==> src/rtl/pmsm_pkg.sv <==
package pmsm_pkg;
  // ****************************************************************
  // register map
  // ****************************************************************
  localparam logic [3:0] PMSM_ADDR_CTRL = 4'h0;
  localparam logic [3:0] PMSM_ADDR_SHUTDOWN = 4'h1;
  localparam logic [3:0] PMSM_ADDR_FAULT_LOG = 4'h2;
  localparam logic [3:0] PMSM_ADDR_STATUS = 4'h3;
  localparam logic [3:0] PMSM_ADDR_RETRY = 4'h4;
  localparam logic [3:0] PMSM_ADDR_TIMING = 4'h5;
  localparam logic [3:0] PMSM_ADDR_SCRATCH = 4'h6;

  // ctrl bit positions
  localparam int PMSM_C_BASE_EN = 0;
  localparam int PMSM_C_FULL_PWR = 1;
  localparam int PMSM_C_BKP_PD = 2;
  localparam int PMSM_C_BKP_SD = 3;
  localparam int PMSM_C_BKP_EN = 4;
  localparam int PMSM_C_INT_FAST = 5;
  localparam int PMSM_C_HOST_FAST = 6;
  localparam int PMSM_C_KEY_FAST = 7;
  localparam int PMSM_C_LOCK_EN = 8;
  localparam int PMSM_C_WD_EN = 9;
  localparam int PMSM_C_WD_USE = 10;
  localparam int PMSM_C_RTC_REQ = 11;
  localparam int PMSM_C_WD_KICK = 12;
  localparam logic [15:0] PMSM_CTRL_RESET = 16'h0000;

  // fault log bits
  localparam int PMSM_F_KEY = 0;
  localparam int PMSM_F_REQ = 1;
  localparam int PMSM_F_WDOG = 2;
  localparam int PMSM_F_UV = 3;
  localparam int PMSM_F_TEMP = 4;
  localparam int PMSM_F_SHUT = 5;

  localparam logic [3:0] PMSM_RETRY_RESET = 4'h3;
  localparam logic [7:0] PMSM_DWELL_RESET = 8'h04;
  localparam logic [7:0] PMSM_LONGPRESS_RESET = 8'h08;

  // ****************************************************************
  // timing
  // ****************************************************************
  localparam int PMSM_CLK_MHZ = 100;
  localparam int PMSM_HOLD_MS = 1000;
  localparam int PMSM_HOLD_CYCLES = PMSM_HOLD_MS * 1000 * PMSM_CLK_MHZ;
  localparam int PMSM_WD_MS = 2000;
  localparam int PMSM_WD_CYCLES = PMSM_WD_MS * 1000 * PMSM_CLK_MHZ;
  localparam int PMSM_UNIT_US = 1000;
  localparam int PMSM_UNIT_CYCLES = PMSM_UNIT_US * PMSM_CLK_MHZ;
  localparam int PMSM_STEP_US = 128;
  localparam int PMSM_STEP_CYCLES = PMSM_STEP_US * PMSM_CLK_MHZ;
  localparam logic [4:0] PMSM_SEQ_TOP = 5'h0F;
  localparam logic [4:0] PMSM_SEQ_SYS_END = 5'h07;

  typedef enum logic [2:0] {
    PMSM_NO_POWER, PMSM_RTC, PMSM_RESET, PMSM_POWERDOWN, PMSM_SYSTEM, PMSM_ACTIVE
  } pmsm_mode_t;
endpackage

==> src/rtl/pmsm_ctrl.sv <==
// The address-and-strobe port and the address map were chosen for this implementation.
`timescale 1ns/1ns
// Functional notes
// no-power moves to reset once system supply is above threshold
// rtc mode on software request, battery-only supply or supply removal
// backup-on-powerdown bit sends powerdown straight on to rtc mode
// rtc exits on supply recovery, power key or alarm; gpio held off
// with backup enabled, supply fault plus backup-on-shutdown or por-lower enters rtc
// reset on host-interruptible long key, reset request fall, or shutdown write
// watchdog miss, undervoltage or overtemperature force reset
// fast-off bits per fault source skip sequencer delays
// fault log records key and request causes; write one clears
// key fast-off turns long key press into full power-on reset
// shutdown asserts reset output first; held through reset mode
// entering reset clears pending user and system events
// leaving reset reloads configuration except listed kept registers
// self-clearing causes; held reset request blocks reset exit to powerdown, not to rtc
// minimum reset dwell only on shutdown path, not cold boot
// long key sets flag and irq; shutdown after 1 s unless cleared
// active powers down on base enable low; key release only drops active to system, which steps back up to active
// retry counter drops per watchdog timeout; zero freezes powerdown
// frozen stays; wakeup or base enable picks active or system
// retry reload and unfreeze on wakeup release, reset or rtc entry
// shutdown continues from powerdown to reset automatically
// active only after power-up done and watchdog enabled if used
// asynchronous trigger inputs are synchronised first
module pmsm_ctrl
  import pmsm_pkg::*;
#(
  parameter int HOLD_CYCLES = PMSM_HOLD_CYCLES,
  parameter int WD_CYCLES = PMSM_WD_CYCLES,
  parameter int UNIT_CYCLES = PMSM_UNIT_CYCLES,
  parameter int STEP_CYCLES = PMSM_STEP_CYCLES
) (
  input wire logic clk_in, // 100 MHz clock
  input wire logic reset_n_in, // sync reset, active low
  input wire logic [3:0] addr_in, // register address
  input wire logic [15:0] wdata_in, // write data
  input wire logic wr_in, // write strobe
  input wire logic rd_in, // read strobe
  output logic [15:0] rdata_out, // read data, cycle after strobe
  input wire logic supply_ok_in, // system supply above threshold
  input wire logic battery_only_in, // backup battery sole supply
  input wire logic supply_fault_in, // supply fault (start-supply)
  input wire logic below_por_lower_in, // below por_lower_threshold
  input wire logic undervolt_in, // below lower fault threshold
  input wire logic overtemp_in, // junction over-temperature
  input wire logic rtc_alarm_in, // rtc alarm
  input wire logic power_key_n_in, // power key, active low
  input wire logic reset_request_n_in, // reset request pin, active low
  input wire logic base_enable_pin_in, // base domain enable pin
  input wire logic full_power_pin_in, // full power enable pin
  input wire logic level_wakeup_in, // level-sensitive wakeup
  output logic reset_out_n_out, // system reset, active low
  output logic irq_out_n_out, // interrupt, active low
  output logic gpio_enable_out, // gpios operational
  output logic por_out, // full device power-on reset pulse
  output logic otp_reload_out, // configuration reload pulse
  output logic keep_autoboot_out, // reload keeps auto power-on
  output logic events_clear_out, // clear pending events pulse
  output logic [2:0] mode_out // current power mode
);
  // ****************************************************************
  // input synchronisers
  // ****************************************************************
  logic [4:0] sync1_reg, sync2_reg, prev_reg;
  always_ff @(posedge clk_in) begin
    if (!reset_n_in) begin
      sync1_reg <= 5'h03; // idle pin levels, no false edge after reset
      sync2_reg <= 5'h03;
      prev_reg <= 5'h03;
    end else begin
      sync1_reg <= {level_wakeup_in, full_power_pin_in, base_enable_pin_in,
                    reset_request_n_in, power_key_n_in};
      sync2_reg <= sync1_reg;
      prev_reg <= sync2_reg;
    end
  end
  wire key_down = !sync2_reg[0];
  wire key_press = prev_reg[0] && !sync2_reg[0];
  wire key_release = !prev_reg[0] && sync2_reg[0];
  wire req_held = !sync2_reg[1];
  wire req_fall = prev_reg[1] && !sync2_reg[1];

  // ****************************************************************
  // registers
  // ****************************************************************
  pmsm_mode_t mode_reg;
  logic [15:0] ctrl_reg;
  logic [5:0] fault_reg;
  logic [3:0] retry_reg, retry_cnt_reg;
  logic [7:0] dwell_reg, longpress_reg;
  logic [15:0] scratch_reg;
  logic shut_wr, fault_wr;
  assign shut_wr = wr_in && addr_in == PMSM_ADDR_SHUTDOWN;
  assign fault_wr = wr_in && addr_in == PMSM_ADDR_FAULT_LOG;
  wire base_en = ctrl_reg[PMSM_C_BASE_EN] || sync2_reg[2];
  wire full_pwr = ctrl_reg[PMSM_C_FULL_PWR] || sync2_reg[3];
  wire wake = sync2_reg[4];
  wire frozen = ctrl_reg[PMSM_C_LOCK_EN] && retry_cnt_reg == 4'h0;

  always_ff @(posedge clk_in) begin
    if (!reset_n_in) begin
      ctrl_reg <= PMSM_CTRL_RESET;
      retry_reg <= PMSM_RETRY_RESET;
      dwell_reg <= PMSM_DWELL_RESET;
      longpress_reg <= PMSM_LONGPRESS_RESET;
    end else if (otp_reload_out) begin
      ctrl_reg <= PMSM_CTRL_RESET;
      retry_reg <= PMSM_RETRY_RESET;
      dwell_reg <= PMSM_DWELL_RESET;
      longpress_reg <= PMSM_LONGPRESS_RESET;
    end else if (wr_in) begin
      if (addr_in == PMSM_ADDR_CTRL) begin
        ctrl_reg <= wdata_in;
      end else if (addr_in == PMSM_ADDR_RETRY) begin
        retry_reg <= wdata_in[3:0];
      end else if (addr_in == PMSM_ADDR_TIMING) begin
        dwell_reg <= wdata_in[7:0];
        longpress_reg <= wdata_in[15:8];
      end
    end else begin
      ctrl_reg[PMSM_C_RTC_REQ] <= 1'b0;
      ctrl_reg[PMSM_C_WD_KICK] <= 1'b0;
    end
  end

  // scratch survives reset mode
  always_ff @(posedge clk_in) begin
    if (!reset_n_in) begin
      scratch_reg <= 16'h0000;
    end else if (wr_in && addr_in == PMSM_ADDR_SCRATCH) begin
      scratch_reg <= wdata_in;
    end
  end

  always_ff @(posedge clk_in) begin
    if (!reset_n_in) begin
      rdata_out <= 16'h0000;
    end else if (rd_in) begin
      case (addr_in)
        PMSM_ADDR_CTRL: rdata_out <= ctrl_reg;
        PMSM_ADDR_FAULT_LOG: rdata_out <= {10'h000, fault_reg};
        PMSM_ADDR_STATUS: rdata_out <= {8'h00, retry_cnt_reg, frozen, mode_reg};
        PMSM_ADDR_RETRY: rdata_out <= {12'h000, retry_reg};
        PMSM_ADDR_TIMING: rdata_out <= {longpress_reg, dwell_reg};
        PMSM_ADDR_SCRATCH: rdata_out <= scratch_reg;
        default: rdata_out <= 16'h0000;
      endcase
    end else begin
      rdata_out <= 16'h0000;
    end
  end

  // ****************************************************************
  // key timing, watchdog, ms tick
  // ****************************************************************
  logic [31:0] unit_reg, wd_reg, hold_reg;
  logic [7:0] press_ms_reg;
  logic long_seen_reg, hold_reg_on;
  wire tick = unit_reg == 32'(UNIT_CYCLES - 1);
  always_ff @(posedge clk_in) begin
    if (!reset_n_in || tick || events_clear_out) begin
      unit_reg <= 32'h0000_0000;
    end else begin
      unit_reg <= unit_reg + 32'h0000_0001;
    end
  end
  always_ff @(posedge clk_in) begin
    if (!reset_n_in || !key_down) begin
      press_ms_reg <= 8'h00;
    end else if (tick && press_ms_reg != 8'hFF) begin
      press_ms_reg <= press_ms_reg + 8'h01;
    end
  end
  wire long_press = key_down && !long_seen_reg && press_ms_reg >= longpress_reg;
  always_ff @(posedge clk_in) begin
    if (!reset_n_in || !key_down) begin
      long_seen_reg <= 1'b0;
    end else if (long_press) begin
      long_seen_reg <= 1'b1;
    end
  end
  wire wd_on = ctrl_reg[PMSM_C_WD_EN] && mode_reg == PMSM_ACTIVE;
  wire wd_timeout = wd_on && wd_reg == 32'(WD_CYCLES - 1);
  always_ff @(posedge clk_in) begin
    if (!reset_n_in || !wd_on || ctrl_reg[PMSM_C_WD_KICK] || wd_timeout) begin
      wd_reg <= 32'h0000_0000;
    end else begin
      wd_reg <= wd_reg + 32'h0000_0001;
    end
  end

  // ****************************************************************
  // fault log and long-press hold window
  // ****************************************************************
  wire fault_trip = wd_timeout || undervolt_in || overtemp_in;
  wire hold_done = hold_reg_on && hold_reg == 32'(HOLD_CYCLES - 1);
  always_ff @(posedge clk_in) begin
    if (!reset_n_in) begin
      fault_reg <= 6'h00;
    end else begin
      fault_reg <= (fault_wr ? fault_reg & ~wdata_in[5:0] : fault_reg)
        | {shut_wr, overtemp_in, undervolt_in, wd_timeout, req_fall, long_press};
    end
  end
  always_ff @(posedge clk_in) begin
    if (!reset_n_in || !fault_reg[PMSM_F_KEY] || hold_done) begin
      hold_reg_on <= long_press && mode_reg != PMSM_RESET;
      hold_reg <= 32'h0000_0000;
    end else begin
      hold_reg_on <= 1'b1;
      hold_reg <= hold_reg + 32'h0000_0001;
    end
  end
  assign irq_out_n_out = !hold_reg_on;

  // ****************************************************************
  // mode machine
  // ****************************************************************
  logic shutdown_reg, fast_reg, cold_reg;
  logic [4:0] seq_reg;
  logic [31:0] step_reg;
  logic [7:0] dwell_ms_reg;
  wire step_tick = fast_reg || step_reg == 32'(STEP_CYCLES - 1);
  wire rtc_entry = ctrl_reg[PMSM_C_RTC_REQ] || battery_only_in || !supply_ok_in
    || (ctrl_reg[PMSM_C_BKP_EN] && ((supply_fault_in && ctrl_reg[PMSM_C_BKP_SD])
    || below_por_lower_in));
  wire key_reset = hold_done && fault_reg[PMSM_F_KEY];
  wire host_reset = req_fall || shut_wr;
  wire up_mode = mode_reg == PMSM_SYSTEM || mode_reg == PMSM_ACTIVE || mode_reg == PMSM_POWERDOWN;
  wire start_shut = up_mode && !shutdown_reg && (key_reset || host_reset || fault_trip);
  wire sel_fast = fault_trip ? ctrl_reg[PMSM_C_INT_FAST] : host_reset ? ctrl_reg[PMSM_C_HOST_FAST]
    : ctrl_reg[PMSM_C_KEY_FAST];
  wire want_up = wake || base_en;
  wire up_ok = !ctrl_reg[PMSM_C_WD_USE] || ctrl_reg[PMSM_C_WD_EN];

  always_ff @(posedge clk_in) begin
    if (!reset_n_in || step_tick || mode_reg == PMSM_RESET) begin
      step_reg <= 32'h0000_0000;
    end else begin
      step_reg <= step_reg + 32'h0000_0001;
    end
  end

  always_ff @(posedge clk_in) begin
    if (!reset_n_in) begin
      mode_reg <= PMSM_NO_POWER;
      shutdown_reg <= 1'b0;
      fast_reg <= 1'b0;
      cold_reg <= 1'b1;
      seq_reg <= 5'h00;
      dwell_ms_reg <= 8'h00;
      reset_out_n_out <= 1'b0;
      por_out <= 1'b0;
      otp_reload_out <= 1'b0;
      events_clear_out <= 1'b0;
    end else begin
      por_out <= 1'b0;
      otp_reload_out <= 1'b0;
      events_clear_out <= 1'b0;
      if (start_shut && key_reset && ctrl_reg[PMSM_C_KEY_FAST]) begin
        por_out <= 1'b1;
        mode_reg <= PMSM_NO_POWER;
        reset_out_n_out <= 1'b0;
      end else if (start_shut) begin
        shutdown_reg <= 1'b1;
        fast_reg <= sel_fast;
        reset_out_n_out <= 1'b0;
        cold_reg <= 1'b0;
        if (mode_reg != PMSM_POWERDOWN) begin
          mode_reg <= PMSM_SYSTEM;
        end
      end else begin
        case (mode_reg)
          PMSM_NO_POWER: begin
            if (supply_ok_in) begin
              mode_reg <= PMSM_RESET;
              events_clear_out <= 1'b1;
              cold_reg <= 1'b1;
              dwell_ms_reg <= 8'h00;
            end
          end
          PMSM_RTC: begin
            if ((supply_ok_in && !battery_only_in) || key_press || rtc_alarm_in) begin
              mode_reg <= PMSM_RESET;
              events_clear_out <= 1'b1;
              reset_out_n_out <= 1'b0;
              cold_reg <= 1'b1;
              dwell_ms_reg <= 8'h00;
            end
          end
          PMSM_RESET: begin
            reset_out_n_out <= 1'b0;
            if (tick && dwell_ms_reg != 8'hFF) begin
              dwell_ms_reg <= dwell_ms_reg + 8'h01;
            end
            if (rtc_entry) begin
              mode_reg <= PMSM_RTC;
              otp_reload_out <= 1'b1;
            end else if (!req_held && (cold_reg || dwell_ms_reg >= dwell_reg)) begin
              mode_reg <= PMSM_POWERDOWN;
              otp_reload_out <= 1'b1;
              shutdown_reg <= 1'b0;
              fast_reg <= 1'b0;
              seq_reg <= 5'h00;
            end
          end
          PMSM_POWERDOWN: begin
            if (shutdown_reg || rtc_entry) begin
              mode_reg <= rtc_entry ? PMSM_RTC : PMSM_RESET;
              events_clear_out <= !rtc_entry;
              dwell_ms_reg <= 8'h00;
              reset_out_n_out <= 1'b0;
            end else if (ctrl_reg[PMSM_C_BKP_PD]) begin
              mode_reg <= PMSM_RTC;
            end else if (!frozen && want_up) begin
              mode_reg <= PMSM_SYSTEM;
              reset_out_n_out <= 1'b1;
            end
          end
          PMSM_SYSTEM, PMSM_ACTIVE: begin
            if (rtc_entry) begin
              mode_reg <= PMSM_RTC;
            end else if (shutdown_reg || !want_up || (mode_reg == PMSM_ACTIVE && key_release)) begin
              if (step_tick) begin
                if (seq_reg == 5'h00) begin
                  mode_reg <= PMSM_POWERDOWN;
                end else begin
                  seq_reg <= seq_reg - 5'h01;
                end
              end
              if (mode_reg == PMSM_ACTIVE) begin
                mode_reg <= PMSM_SYSTEM;
              end
            end else if (step_tick) begin
              if (seq_reg < (full_pwr ? PMSM_SEQ_TOP : PMSM_SEQ_SYS_END)) begin
                seq_reg <= seq_reg + 5'h01;
              end else if (full_pwr && up_ok) begin
                mode_reg <= PMSM_ACTIVE;
              end else if (!full_pwr && seq_reg > PMSM_SEQ_SYS_END) begin
                seq_reg <= seq_reg - 5'h01;
              end
              if (mode_reg == PMSM_ACTIVE && !full_pwr) begin
                mode_reg <= PMSM_SYSTEM;
              end
            end
          end
          default: mode_reg <= PMSM_NO_POWER;
        endcase
      end
    end
  end

  // ****************************************************************
  // retry counter and freeze
  // ****************************************************************
  always_ff @(posedge clk_in) begin
    if (!reset_n_in || mode_reg == PMSM_RESET || mode_reg == PMSM_RTC) begin
      retry_cnt_reg <= reset_n_in ? retry_reg : PMSM_RETRY_RESET;
    end else if (frozen && !want_up) begin
      retry_cnt_reg <= retry_reg;
    end else if (wd_timeout && ctrl_reg[PMSM_C_LOCK_EN] && retry_cnt_reg != 4'h0) begin
      retry_cnt_reg <= retry_cnt_reg - 4'h1;
    end
  end

  assign gpio_enable_out = mode_reg != PMSM_RTC && mode_reg != PMSM_NO_POWER;
  assign keep_autoboot_out = supply_fault_in;
  assign mode_out = mode_reg;
endmodule

==> config.mk <==
export PLATFORM = sky130hd
export DESIGN_NAME = pmsm_ctrl
export DESIGN_NICKNAME = d
export VERILOG_FILES = /design/src/rtl/pmsm_pkg.sv /design/src/rtl/pmsm_ctrl.sv
export SDC_FILE = /design/constraint.sdc
export NUM_CORES = 1
export LEC_CHECK = 0
export ABC_AREA = 1
export BUFFER_PORTS_ARGS = -buffer_cell sky130_fd_sc_hd__clkbuf_2
export CAP_MARGIN = 20
export CORE_AREA = 2 2 198 200
export CTS_BUF_LIST = sky130_fd_sc_hd__clkbuf_4
export DETAILED_ROUTE_END_ITERATION = 6
export DIE_AREA = 0 0 200 202
export GPL_TIMING_DRIVEN = 0
export HOLD_SLACK_MARGIN = 0.15
export PLACE_DENSITY = 0.47
export RECOVER_POWER = 25
export SLEW_MARGIN = 15
export SYNTH_ARGS = -nofsm -noshare
export SYNTH_HDL_FRONTEND = slang
export SYNTH_SLANG_ARGS = --single-unit
==> constraint.sdc <==
create_clock -name clk_in -period 4.8 [get_ports clk_in]
set_input_delay 0 -clock clk_in [delete_from_list [all_inputs] [get_ports clk_in]]
set_output_delay 0 -clock clk_in [all_outputs]
set_load 0.1 [all_outputs]
==> metrics.md, run 1 <==
| Metric | Value |
|---|---|
| Clock slew at reported path FFs | ~70 ps |
| Cell Area, Placed | ~0.013 sq mm |
| Antenna viol nets, final | 0 |
| PD cells | roughly 360 mW/mm^2 |
| Vias per cell | between 4 and 5 |
| Skew final | ~54 ps |
| Sequential fraction of the synthesis area | 0.406 |
| First-pass GRT wire length | 60800 microns |
| Top sig layer | met4 |
| Crit-path cells | dlygate4sd3_1, clkbuf_1, inv_1, nor2_1, clkinv_1, a21oi_1, dlygate4sd3_1, o21ai_0, dlygate4sd3_1 |
| Vias in the first global route | 11817 |
| H-tree Lvls | 3 |
| R2r setup slk | ~1900 ps |
| Worst Path Required | ~5400 ps |
| RSZ-0062 raised after global routing | no |
| Clock Path Buffers | 3 |
| Critical Path Slowest Stage Cell | clkbuf_1 |
| Final nets | 2036 |
| Drt total wl | 37500 microns |
| Worst-Margin Slew | between 1000 and 1500 ps |
| Cell family with most CP delay | buffers and inverters |
| CTS tree | built |
| Post-synthesis cell count | ~1800 |
| Setup repair bufs after CTS | 0 |
| Final Hold Viols | 0 |
| Avg Cell Area, Syn | 7.10 sq um |
| Net Switching | ~1.9 mW |
| Setup CP Type | in2reg |
| Worst Path Buf+Inv | 6 |
| Port Buffer Count | 60 |
| Combinational power share | 0.217 |
| Clock buffer count from CTS | 74 |
| RD Place Congestion | ~0.84 |
| Dpl ws | slightly above 2000 ps |
| Worst-skew pair later-pin latency | about 740 ps |
| P&R area growth vs syn | 20.8% |
| Switch share | 0.344 |
| Tcrit/Tclk final | 0.665 |
| Critical path peak fanout | 10 |
| Slew headroom | 0.139 |
| Initial DRC count | around 670 |
| CTS Sinks | 251 |
| Critical path startpoint category | input port |
| TNS Setup | 0 ps |
| Pin count of the biggest net entering global routing | 11 |
| Unique masters post-synth | 50 |
| Synth Cell Area | about 0.012 sq mm |
| Syn Nets | between 1500 and 2000 |
| Share of cells above drive strength 1 | 0.107 |
| Io pins | 62 |
| HPWL Detailed | 27800 microns |
| Pwr Total | about 5.4 mW |
| Hold_buf cts | 80 |
| Final setup violation count | 0 |
| Die Ht | a little over 200 microns |
| Final Max Tran Viols | 0 |
| Wl on met1 | about 17000 microns |
| Chip Width | 200 microns |
| Clk pwr share | 0.365 |
| DRT Pass-1 Iters | 5 |
| Filler Cell Count | a little over 4000 |
| Max-cap violations | 0 |
| Placed insts | around 2300 |
| PnR worst setup slack | roughly 1600 ps |
| Initial antenna violation count | 2 |
| Worst vdd ir | 216 uV |
| Synth Register Bits | roughly 250 |
| Ys Warns | 0 |
| Worst setup EP type | flip-flop |
| CP max stage delay | 570 ps |
| Hold WC Path Type | in2reg |
| Total track usage | 0.190 |
| Tmin final | 3190 ps |
| Non-filler instance count after layout | around 2500 |
| Fin area | roughly 0.015 sq mm |
| CP most frequent cell | dlygate4sd3_1 |
| Core Box Area | about 0.038 sq mm |
| Total gr overflow | 0 |
| Leak Pwr | roughly 5.8 nW |
| WL met2 | about 17000 microns |
| Post_cts resized | 0 |
| Worst Path Arrival | approximately 3800 ps |
| Row count | 72 |
| Via count | approximately 12000 |
| Internal power | around 3.6 mW |
| Root Buffer | clkbuf_4 |
| Initial core utilization | 0.326 |
| Die area | 0.0404 sq mm |
| DRC | 0 |
| Flop pwr share | 0.419 |
| DR WL/cell | roughly 15 microns |
| Max Freq | 313 MHz |
| Status | completed |
| Routed length on met3 | about 2200 microns |
worst reg2reg max path, stage by stage (launching register included):
cell and delay [ps]:
dfxtp_1 330, inv_1 80, a21oi_1 60, nand2_1 50
dlygate4sd3_1 540, inv_1 50, a21oi_1 120, dlygate4sd3_1 620
nand3_1 100, a21oi_2 420, nand2_2 240, nand2_1 110
a21oi_1 70
routing by layer:
layer	global-route usage	up-vias
met1	0.246	5512
met3	0.0369	81
met4	0.0794	0
li1	-	6213
met5	0	-
met2	0.309	312
worst paths after layout:
path	start	cells after the start	to
max reg2reg	sync2_reg[0]$_SDFF_PN1_	12	dwell_ms_reg[2]$_SDFFE_PN0P_
min	wdata_in[7]	4	ctrl_reg[7]$_SDFFE_PP0P_
max	reset_n_in	9	longpress_reg[3]$_SDFFE_PP1P_
min reg2reg	sync1_reg[0]$_SDFF_PN1_	1	sync2_reg[0]$_SDFF_PN1_
per-stage QoR:
step | hold WS [ps] | util
final | 218 | 0.393
after global routing | 223 | 0.393
after CTS | 157 | 0.394
after detailed placement | 193 | 0.350
after global placement | 189 | 0.350
after floorplan | 97.6 | -
synth_stat cells, drive strengths merged:
| master | count | area share |
|---|---|---|
| a2111oi | 2 | 0.0014 |
| a211oi | 12 | 0.0072 |
| a21o | 1 | 0.00060 |
| a21oi | 130 | 0.053 |
| a221oi | 3 | 0.0021 |
| a31oi | 5 | 0.0025 |
| buf | 11 | 0.0054 |
| clkbuf | 24 | 0.0072 |
| clkinv | 4 | 0.0012 |
| dfxtp | 247 | 0.40 |
| edfxtp | 4 | 0.0096 |
| ha | 28 | 0.028 |
| inv | 258 | 0.078 |
| nand2 | 330 | 0.10 |
| nand3 | 101 | 0.044 |
| nand3b | 2 | 0.0012 |
| nand4 | 49 | 0.026 |
| nor2 | 251 | 0.079 |
| nor3 | 73 | 0.033 |
| nor3b | 20 | 0.012 |
| nor4 | 15 | 0.0085 |
| o2111ai | 1 | 0.00070 |
| o211ai | 7 | 0.0042 |
| o21a | 10 | 0.0060 |
| o21ai | 79 | 0.032 |
| o21bai | 2 | 0.0012 |
| o221ai | 8 | 0.0056 |
| o22ai | 10 | 0.0050 |
| o31ai | 4 | 0.0024 |
| or2 | 6 | 0.0030 |
| or4 | 1 | 0.00060 |
| xnor2 | 21 | 0.015 |
| xor2 | 37 | 0.026 |
cells by family after synthesis:
kind of cell             count (synthesis)  synth area share
buffers and inverters                  297            0.0915
AO/OA/AOI/OAI                          274             0.124
adder cells (fa/ha/maj)                 28            0.0281
XOR/XNOR                                58            0.0407
AND/OR/NAND/NOR                        848             0.309
flip-flops                             251             0.406
cell type report:
type | count | area (sq um) | area share
diodes | 2 | 5.00 | 0.000332
plain buffers | 35 | 156 | 0.0104
clock buffers | 111 | 833 | 0.0553
clock inverters | 10 | 37.5 | 0.00249
inverters | 262 | 983 | 0.0653
multi-input cells | 1208 | 6260 | 0.416
flip-flops and latches | 251 | 5060 | 0.336
well taps | 518 | 648 | 0.0430
repair buffers | 140 | 1070 | 0.0710
power by group through the flow:
stage	combinational [mW]	clock [mW]	sequential (mW)
6_report	1.18	1.98	2.27
5_1_grt	1.30	2.17	2.28
4_1_cts	1.18	2.07	2.27
3_5_place_dp	1.12	0	2.31
3_3_place_gp	1.12	0	2.31
2_1_floorplan	0.682	0	2.43
cell usage in the layout (no fill, tap or decap), types with 3 or more instances in the layout:
cell           synthesis  final
a221oi_1               3      3
nor2_2                13     13
dfxtp_1              247    247
o21a_1                10     10
a211oi_1              12     12
xor2_1                37     37
a31oi_1                5      5
edfxtp_1               4      4
o22ai_1               10     10
o211ai_1               7      7
nand4_1               48     48
nor3_2                 5      5
nor2_1               236    236
ha_1                  28     28
nand3_2                8      8
clkinv_1               4     12
clkbuf_2               0     35
nor3_1                66     66
nand2_1              320    320
clkbuf_1              24     50
xnor2_1               21     21
o221ai_1               8      8
inv_2                  8     10
inv_1                250    250
nor3b_1               20     20
o31ai_1                4      4
nand2_2                9      9
o21ai_0               78     78
nor4_1                13     13
a21oi_1              128    128
or2_2                  5      5
clkbuf_4               0    111
buf_2                  6      5
dlygate4sd3_1          0     80
nand3_1               93     93
No activity file was read; power rests on OpenSTA's default activity.
==> run 2, diff against run 1 <==
--- a/config.mk
+++ b/config.mk
@@ -14,7 +14,7 @@
 export DIE_AREA = 0 0 200 202
 export GPL_TIMING_DRIVEN = 0
 export HOLD_SLACK_MARGIN = 0.15
-export PLACE_DENSITY = 0.47
+export PLACE_DENSITY = 0.48
 export RECOVER_POWER = 25
 export SLEW_MARGIN = 15
 export SYNTH_ARGS = -nofsm -noshare
==> constraint.sdc (replaced) <==
create_clock -name clk_in -period 2.7 [get_ports clk_in]
set_input_delay 0 -clock clk_in [delete_from_list [all_inputs] [get_ports clk_in]]
set_output_delay 0 -clock clk_in [all_outputs]
set_load 0.1 [all_outputs]
==> metrics.md, run 2 (synthesis results as in run 1) <==
| Metric | Value |
|---|---|
| Combinational power share | 0.213 |
| Tmin final | between 2000 and 3000 ps |
| Worst Path Arrival | about 3200 ps |
| Core Box Area | approximately 0.038 sq mm |
| Initial DRC count | 733 |
| Clock buffer count from CTS | 74 |
| CP max stage delay | 580 ps |
| Status | completed |
| Antenna viol nets, final | 0 |
| Dpl ws | -66.4 ps |
| Final Hold Viols | 0 |
| RD Place Congestion | 0.872 |
| CP most frequent cell | nand2_1 |
| Setup crit start | wd_reg[0]$_SDFF_PP0_ |
| Commonest non-fill, non-tap cell in the layout | nand2_1 |
| Share of cells above drive strength 1 | 0.111 |
| Net Switching | about 3.3 mW |
| Worst vdd ir | ~300 uV |
| Fin area | around 0.015 sq mm |
| Max-cap violations | 0 |
| Critical Path Slowest Stage Cell | dlygate4sd3_1 |
| R2r setup slk | around 130 ps |
| CTS Sinks | 251 |
| Top sig layer | met4 |
| Fin Hold WS | 248 ps |
| Worst Path Required | 3360 ps |
| Crit-path cells | ha_1, nand2_1, nor2_4, nand2_1, nor2_1, nand3_2, nand2_2, o21ai_2, buf_6, buf_6, nand2_1, a211oi_1, dlygate4sd3_1 |
| Max Freq | between 300 and 400 MHz |
| TNS Setup | 0 ps |
| H-tree Lvls | 3 |
| RSZ-0062 raised after global routing | no |
| Initial core utilization | 0.326 |
| DRT Pass-1 Iters | 5 |
| Root Buffer | clkbuf_4 |
| Worst-Margin Slew | between 1000 and 1500 ps |
| Routed length on met3 | between 2000 and 2500 microns |
| Chip Width | roughly 200 microns |
| Switch share | 0.339 |
| Clock Path Buffers | 3 |
| First-pass GRT wire length | between 50000 and 60000 microns |
| Worst r2r src | wd_reg[0]$_SDFF_PP0_ |
| P&R area growth vs syn | 21.6% |
| Die Ht | between 200 and 250 microns |
| Initial antenna violation count | 1 |
| Worst-skew pair later-pin latency | ~740 ps |
| Setup CP Type | reg2reg |
| Commonest non-fill, non-tap cells in the layout | nand2_1 (319), inv_1 (250), dfxtp_1 (244) |
| Hold WC Path Type | in2reg |
| Pin count of the biggest net entering global routing | 11 |
| Skew final | ~54 ps |
| Via count | between 10000 and 15000 |
| Io pins | between 60 and 70 |
| Total track usage | 0.188 |
| Total gr overflow | 0 |
| Cell family with most CP delay | buffers and inverters |
| Vias in the first global route | about 11000 |
| Drt total wl | between 30000 and 40000 microns |
| Internal power | 6.49 mW |
| Final setup violation count | 0 |
| Wl on met1 | approximately 18000 microns |
| PD cells | ~650 mW/mm^2 |
| CTS tree | built |
| Final Max Tran Viols | 0 |
| Vias per cell | roughly 4.8 |
| Critical path startpoint category | flip-flop |
| Worst Path Buf+Inv | 3 |
| Worst setup EP type | flip-flop |
| Cell Area, Placed | approximately 0.013 sq mm |
| DR WL/cell | roughly 15 microns |
| Final nets | just over 2000 |
| Finished Core Util | 0.396 |
| Flop pwr share | 0.412 |
| DRC | 0 |
| Tcrit/Tclk final | 0.952 |
| HPWL Detailed | ~27000 microns |
| Leak Pwr | around 6 nW |
| Worst hold start | wdata_in[2] |
| Clk pwr share | 0.375 |
| Clock slew at reported path FFs | approximately 60 ps |
| PnR worst setup slack | ~130 ps |
| Slew headroom | 0.147 |
| WL met2 | around 16000 microns |
| Port Buffer Count | 60 |
| Die area | between 0.04 and 0.05 sq mm |
| Row count | slightly above 70 |
| Critical path peak fanout | 10 |
## run 2: final cells by class
| type | instances | area (sq um) |
|---|---|---|
| well taps | 518 | 648 |
| clock buffers | 109 | 818 |
| multi-input cells | 1208 | 6300 |
| plain buffers | 35 | 158 |
| flip-flops and latches | 251 | 5070 |
| inverters | 262 | 983 |
| repair buffers | 142 | 1080 |
| diodes | 1 | 2.50 |
| clock inverters | 13 | 110 |
| fillers | 4141 | 23100 |
## run 2: worst register-to-register path, cell delays in order (launching register included)
cell           delay [ps]
dfxtp_2               330
ha_1                  200
nand2_1               150
nor2_4                 60
nand2_1               140
nor2_1                 80
nand3_2               140
nand2_2                90
o21ai_2               180
buf_6                 170
buf_6                 170
nand2_1                80
a211oi_1              170
dlygate4sd3_1         580
## run 2: power by group through the flow
stage	Combinational [mW]	Clock (mW)	Sequential (mW)
final	2.09	3.68	4.04
after global routing	2.30	4.04	4.05
after CTS	2.10	3.83	4.04
after detailed placement	1.97	0	4.12
after global placement	1.98	0	4.12
after floorplan	1.21	0	4.32
## run 2: metal layers
layer	up-vias	global-route usage
li1	6243	-
met1	5512	0.255
met2	312	0.292
met3	82	0.0392
met4	0	0.0733
met5	-	0
## run 2: repair_timing
item / in CTS / in global routing
pin swaps: 0 / 1
hold buffers: 80 / 0
endpoints found under the hold margin: 133 / 0
setup endpoints to repair: 8 / 42
gates resized for setup: 1 / 8
cloned: 0 / 0
setup buffers: 0 / 2
## run 2: per-stage QoR
step | power [mW] | cells
final | 9.81 | 2539
after global routing | 10.4 | 2539
after CTS | 9.97 | 2536
after detailed placement | 6.10 | 2334
after global placement | 6.09 | 2334
after floorplan | 5.53 | 1756
## run 2: final timing paths
path                                                      to  cells past startpoint
worst min-delay path             scratch_reg[2]$_SDFFE_PN0P_                      4
worst max register to register  reset_out_n_out$_SDFFE_PP0P_                     13
worst min register to register       sync2_reg[0]$_SDFF_PN1_                      1
worst max-delay path            reset_out_n_out$_SDFFE_PP0P_                     13
==> run 3, diff against run 2 <==
--- a/config.mk
+++ b/config.mk
@@ -14,6 +14,7 @@
 export DIE_AREA = 0 0 200 202
 export GPL_TIMING_DRIVEN = 0
 export HOLD_SLACK_MARGIN = 0.15
+export MAX_ROUTING_LAYER = met4
 export PLACE_DENSITY = 0.48
 export RECOVER_POWER = 25
 export SLEW_MARGIN = 15
==> constraint.sdc (replaced) <==
create_clock -name clk_in -period 2.1 [get_ports clk_in]
set_input_delay 0 -clock clk_in [delete_from_list [all_inputs] [get_ports clk_in]]
set_output_delay 0 -clock clk_in [all_outputs]
set_load 0.1 [all_outputs]
==> metrics.md, run 3 (synthesis results as in run 1) <==
| Metric | Value |
|---|---|
| Initial antenna violation count | 4 |
| Total track usage | 0.196 |
| HPWL Detailed | 27300 microns |
| Slew headroom | 0.231 |
| Critical Path Stages | 10 |
| H-tree Lvls | 3 |
| Antenna viol nets, final | 0 |
| Share of cells above drive strength 1 | 0.194 |
| Worst r2r src | mode_out[2]$_SDFFE_PP0P_ |
| Initial core utilization | 0.326 |
| Status | completed |
| Final Hold Viols | 0 |
| FF-to-FF End | retry_cnt_reg[0]$_DFFE_PP_ |
| Cell family with most CP delay | buffers and inverters |
| Critical path peak fanout | 4 |
| Worst setup EP type | flip-flop |
| Worst hold start | wdata_in[2] |
| Worst Path Arrival | about 2700 ps |
| DRC | 0 |
| Die area | slightly above 0.04 sq mm |
| Chip Width | 200 microns |
| Clock Path Buffers | 3 |
| Drt total wl | 38100 microns |
| Root Buffer | clkbuf_4 |
| Initial DRC count | 806 |
| Clock buffer count from CTS | 73 |
| Final setup violation count | 0 |
| First-pass GRT wire length | around 61000 microns |
| PnR worst setup slack | 25.0 ps |
| Io pins | 62 |
| R2r setup slk | 30 ps |
| Pwr Total | 13.2 mW |
| Critical Path Slowest Stage Cell | dlygate4sd3_1 |
| Worst Path Required | between 2000 and 3000 ps |
| CTS Sinks | between 200 and 300 |
| Tcrit/Tclk final | 0.988 |
| Worst-Margin Slew | 1160 ps |
| Commonest non-fill, non-tap cells in the layout | nand2_1 (300), inv_1 (241), dfxtp_1 (230) |
| Non-filler instance count after layout | between 2000 and 3000 |
| Placed insts | 2334 |
| Final nets | 2066 |
| Worst-skew pair later-pin latency | ~750 ps |
| Tmin final | slightly above 2000 ps |
| Worst Hold Endpoint | fault_reg[2]$_SDFF_PN0_ |
| Hold path depth | 5 |
| Gr busiest metal | met2 |
| Reg2reg path depth | 7 |
| PD cells | ~830 mW/mm^2 |
| Max Freq | ~480 MHz |
| P&R area growth vs syn | 28.5% |
| CTS tree | built |
| Dpl ws | -671 ps |
| Met3 Use GR | 0.0437 |
| RSZ-0062 raised after global routing | yes |
| Met1 Usage GRT | 0.263 |
| Port Buffer Count | 60 |
| Hold WC Path Type | in2reg |
| Final Max Tran Viols | 0 |
| Vias in the first global route | between 10000 and 15000 |
| Max-cap violations | 0 |
| Die Ht | a little over 200 microns |
| Row count | 72 |
| CP most frequent cell | dlygate4sd3_1 |
| DRT Pass-1 Iters | 5 |
| Leak Pwr | around 6.3 nW |
| Skew final | about 80 ps |
| Total gr overflow | 0 |
| Critical path startpoint category | input port |
| Filler Cell Count | around 4100 |
| Worst vdd ir | approximately 340 uV |
| RD Place Congestion | a little over 0.9 |
| Commonest non-fill, non-tap cell in the layout | nand2_1 |
| Core Box Area | between 0.03 and 0.04 sq mm |
| Setup CP Type | in2reg |
| CP max stage delay | 570 ps |
| Via count | approximately 12000 |
| Crit-path cells | clkbuf_2, dlygate4sd3_1, nor2_1, nand2_1, clkinvlp_4, nand3_1, a21oi_1, dlygate4sd3_1, nor2_1, dlygate4sd3_1 |
| Pin count of the biggest net entering global routing | 12 |
| Worst Path Buf+Inv | 5 |
| DR WL/cell | around 15 microns |
| GR Util met2 | 0.290 |
| Clock slew at reported path FFs | 60 ps |
| Vias per cell | 4.79 |
## run 3: changes by cell type in the layout (fill, tap and decap cells not counted), sizes merged
cell and delta:
dlygate4sd3 -7, buf +32, diode +3, clkinv -2, clkinvlp +5, clkbuf +4
## run 3: layer usage
layer | wire [microns] | part of all wire | up-vias
met2 | 16900 | 0.44 | 310
met4 | 847 | 0.022 | 0
met5 | 0 | 0 | -
met3 | 2040 | 0.054 | 63
met1 | 18300 | 0.48 | 5667
li1 | - | - | 6279
## run 3: worst register-to-register path: cells and delay by family (launching register included)
kind | cells | cell delay [ps]
simple gates | 3 | 820
compound gates | 2 | 410
flops | 1 | 410
buf+inv | 2 | 280
## run 3: worst max path at each step
stage,slack (ps),start,end
global route,-80,unit_reg[10]$_SDFF_PP0_,dwell_ms_reg[1]$_SDFFE_PN0P_
detailed placement,-670,unit_reg[0]$_SDFF_PP0_,dwell_ms_reg[2]$_SDFFE_PN0P_
CTS,-40,unit_reg[0]$_SDFF_PP0_,dwell_ms_reg[2]$_SDFFE_PN0P_
floorplan,30,mode_out[1]$_SDFFE_PP0P_,dwell_ms_reg[5]$_SDFFE_PN0P_
finish,30,addr_in[3],fault_reg[3]$_SDFF_PN0_
global placement,-670,unit_reg[0]$_SDFF_PP0_,dwell_ms_reg[6]$_SDFFE_PN0P_
## run 3: final cells by class
class,instances,area (sq um),share of cell area
repair inverters,1,7.51,0.000468
repair buffers,170,1320,0.0824
well taps,518,648,0.0404
clock buffers,110,826,0.0515
inverters,262,1000,0.0625
flip-flops and latches,251,5110,0.319
diodes,4,10.0,0.000625
plain buffers,35,181,0.0113
clock inverters,15,123,0.00765
multi-input cells,1208,6810,0.425
## run 3: power breakdown
part           total, mW  internal (mW)  switching (mW)  leakage, nW
Clock               4.83           2.63            2.20        0.560
Combinational       3.14           1.03            2.10         3.66
Sequential          5.27           5.01           0.252         2.05
## run 3: repair_timing
action,CTS,global route
endpoints found under the setup margin,146,155
buffers inserted,11,26
resized for setup,44,137
hold buffers,75,0
cloned,0,1
endpoints found under the hold margin,170,0
pin swaps,16,35
## run 3: per-stage QoR
| stage | TNS (ps) | utilization | cell area [sq um] | hold slack [ps] |
|---|---|---|---|---|
| after floorplan | 0 | - | 12500 | 97.6 |
| after global placement | -29690 | 0.351 | 13400 | 188 |
| after detailed placement | -30870 | 0.351 | 13400 | 188 |
| after CTS | -237 | 0.402 | 15400 | 164 |
| after global routing | -700 | 0.419 | 16000 | 194 |
| final | 0 | 0.419 | 16000 | 234 |
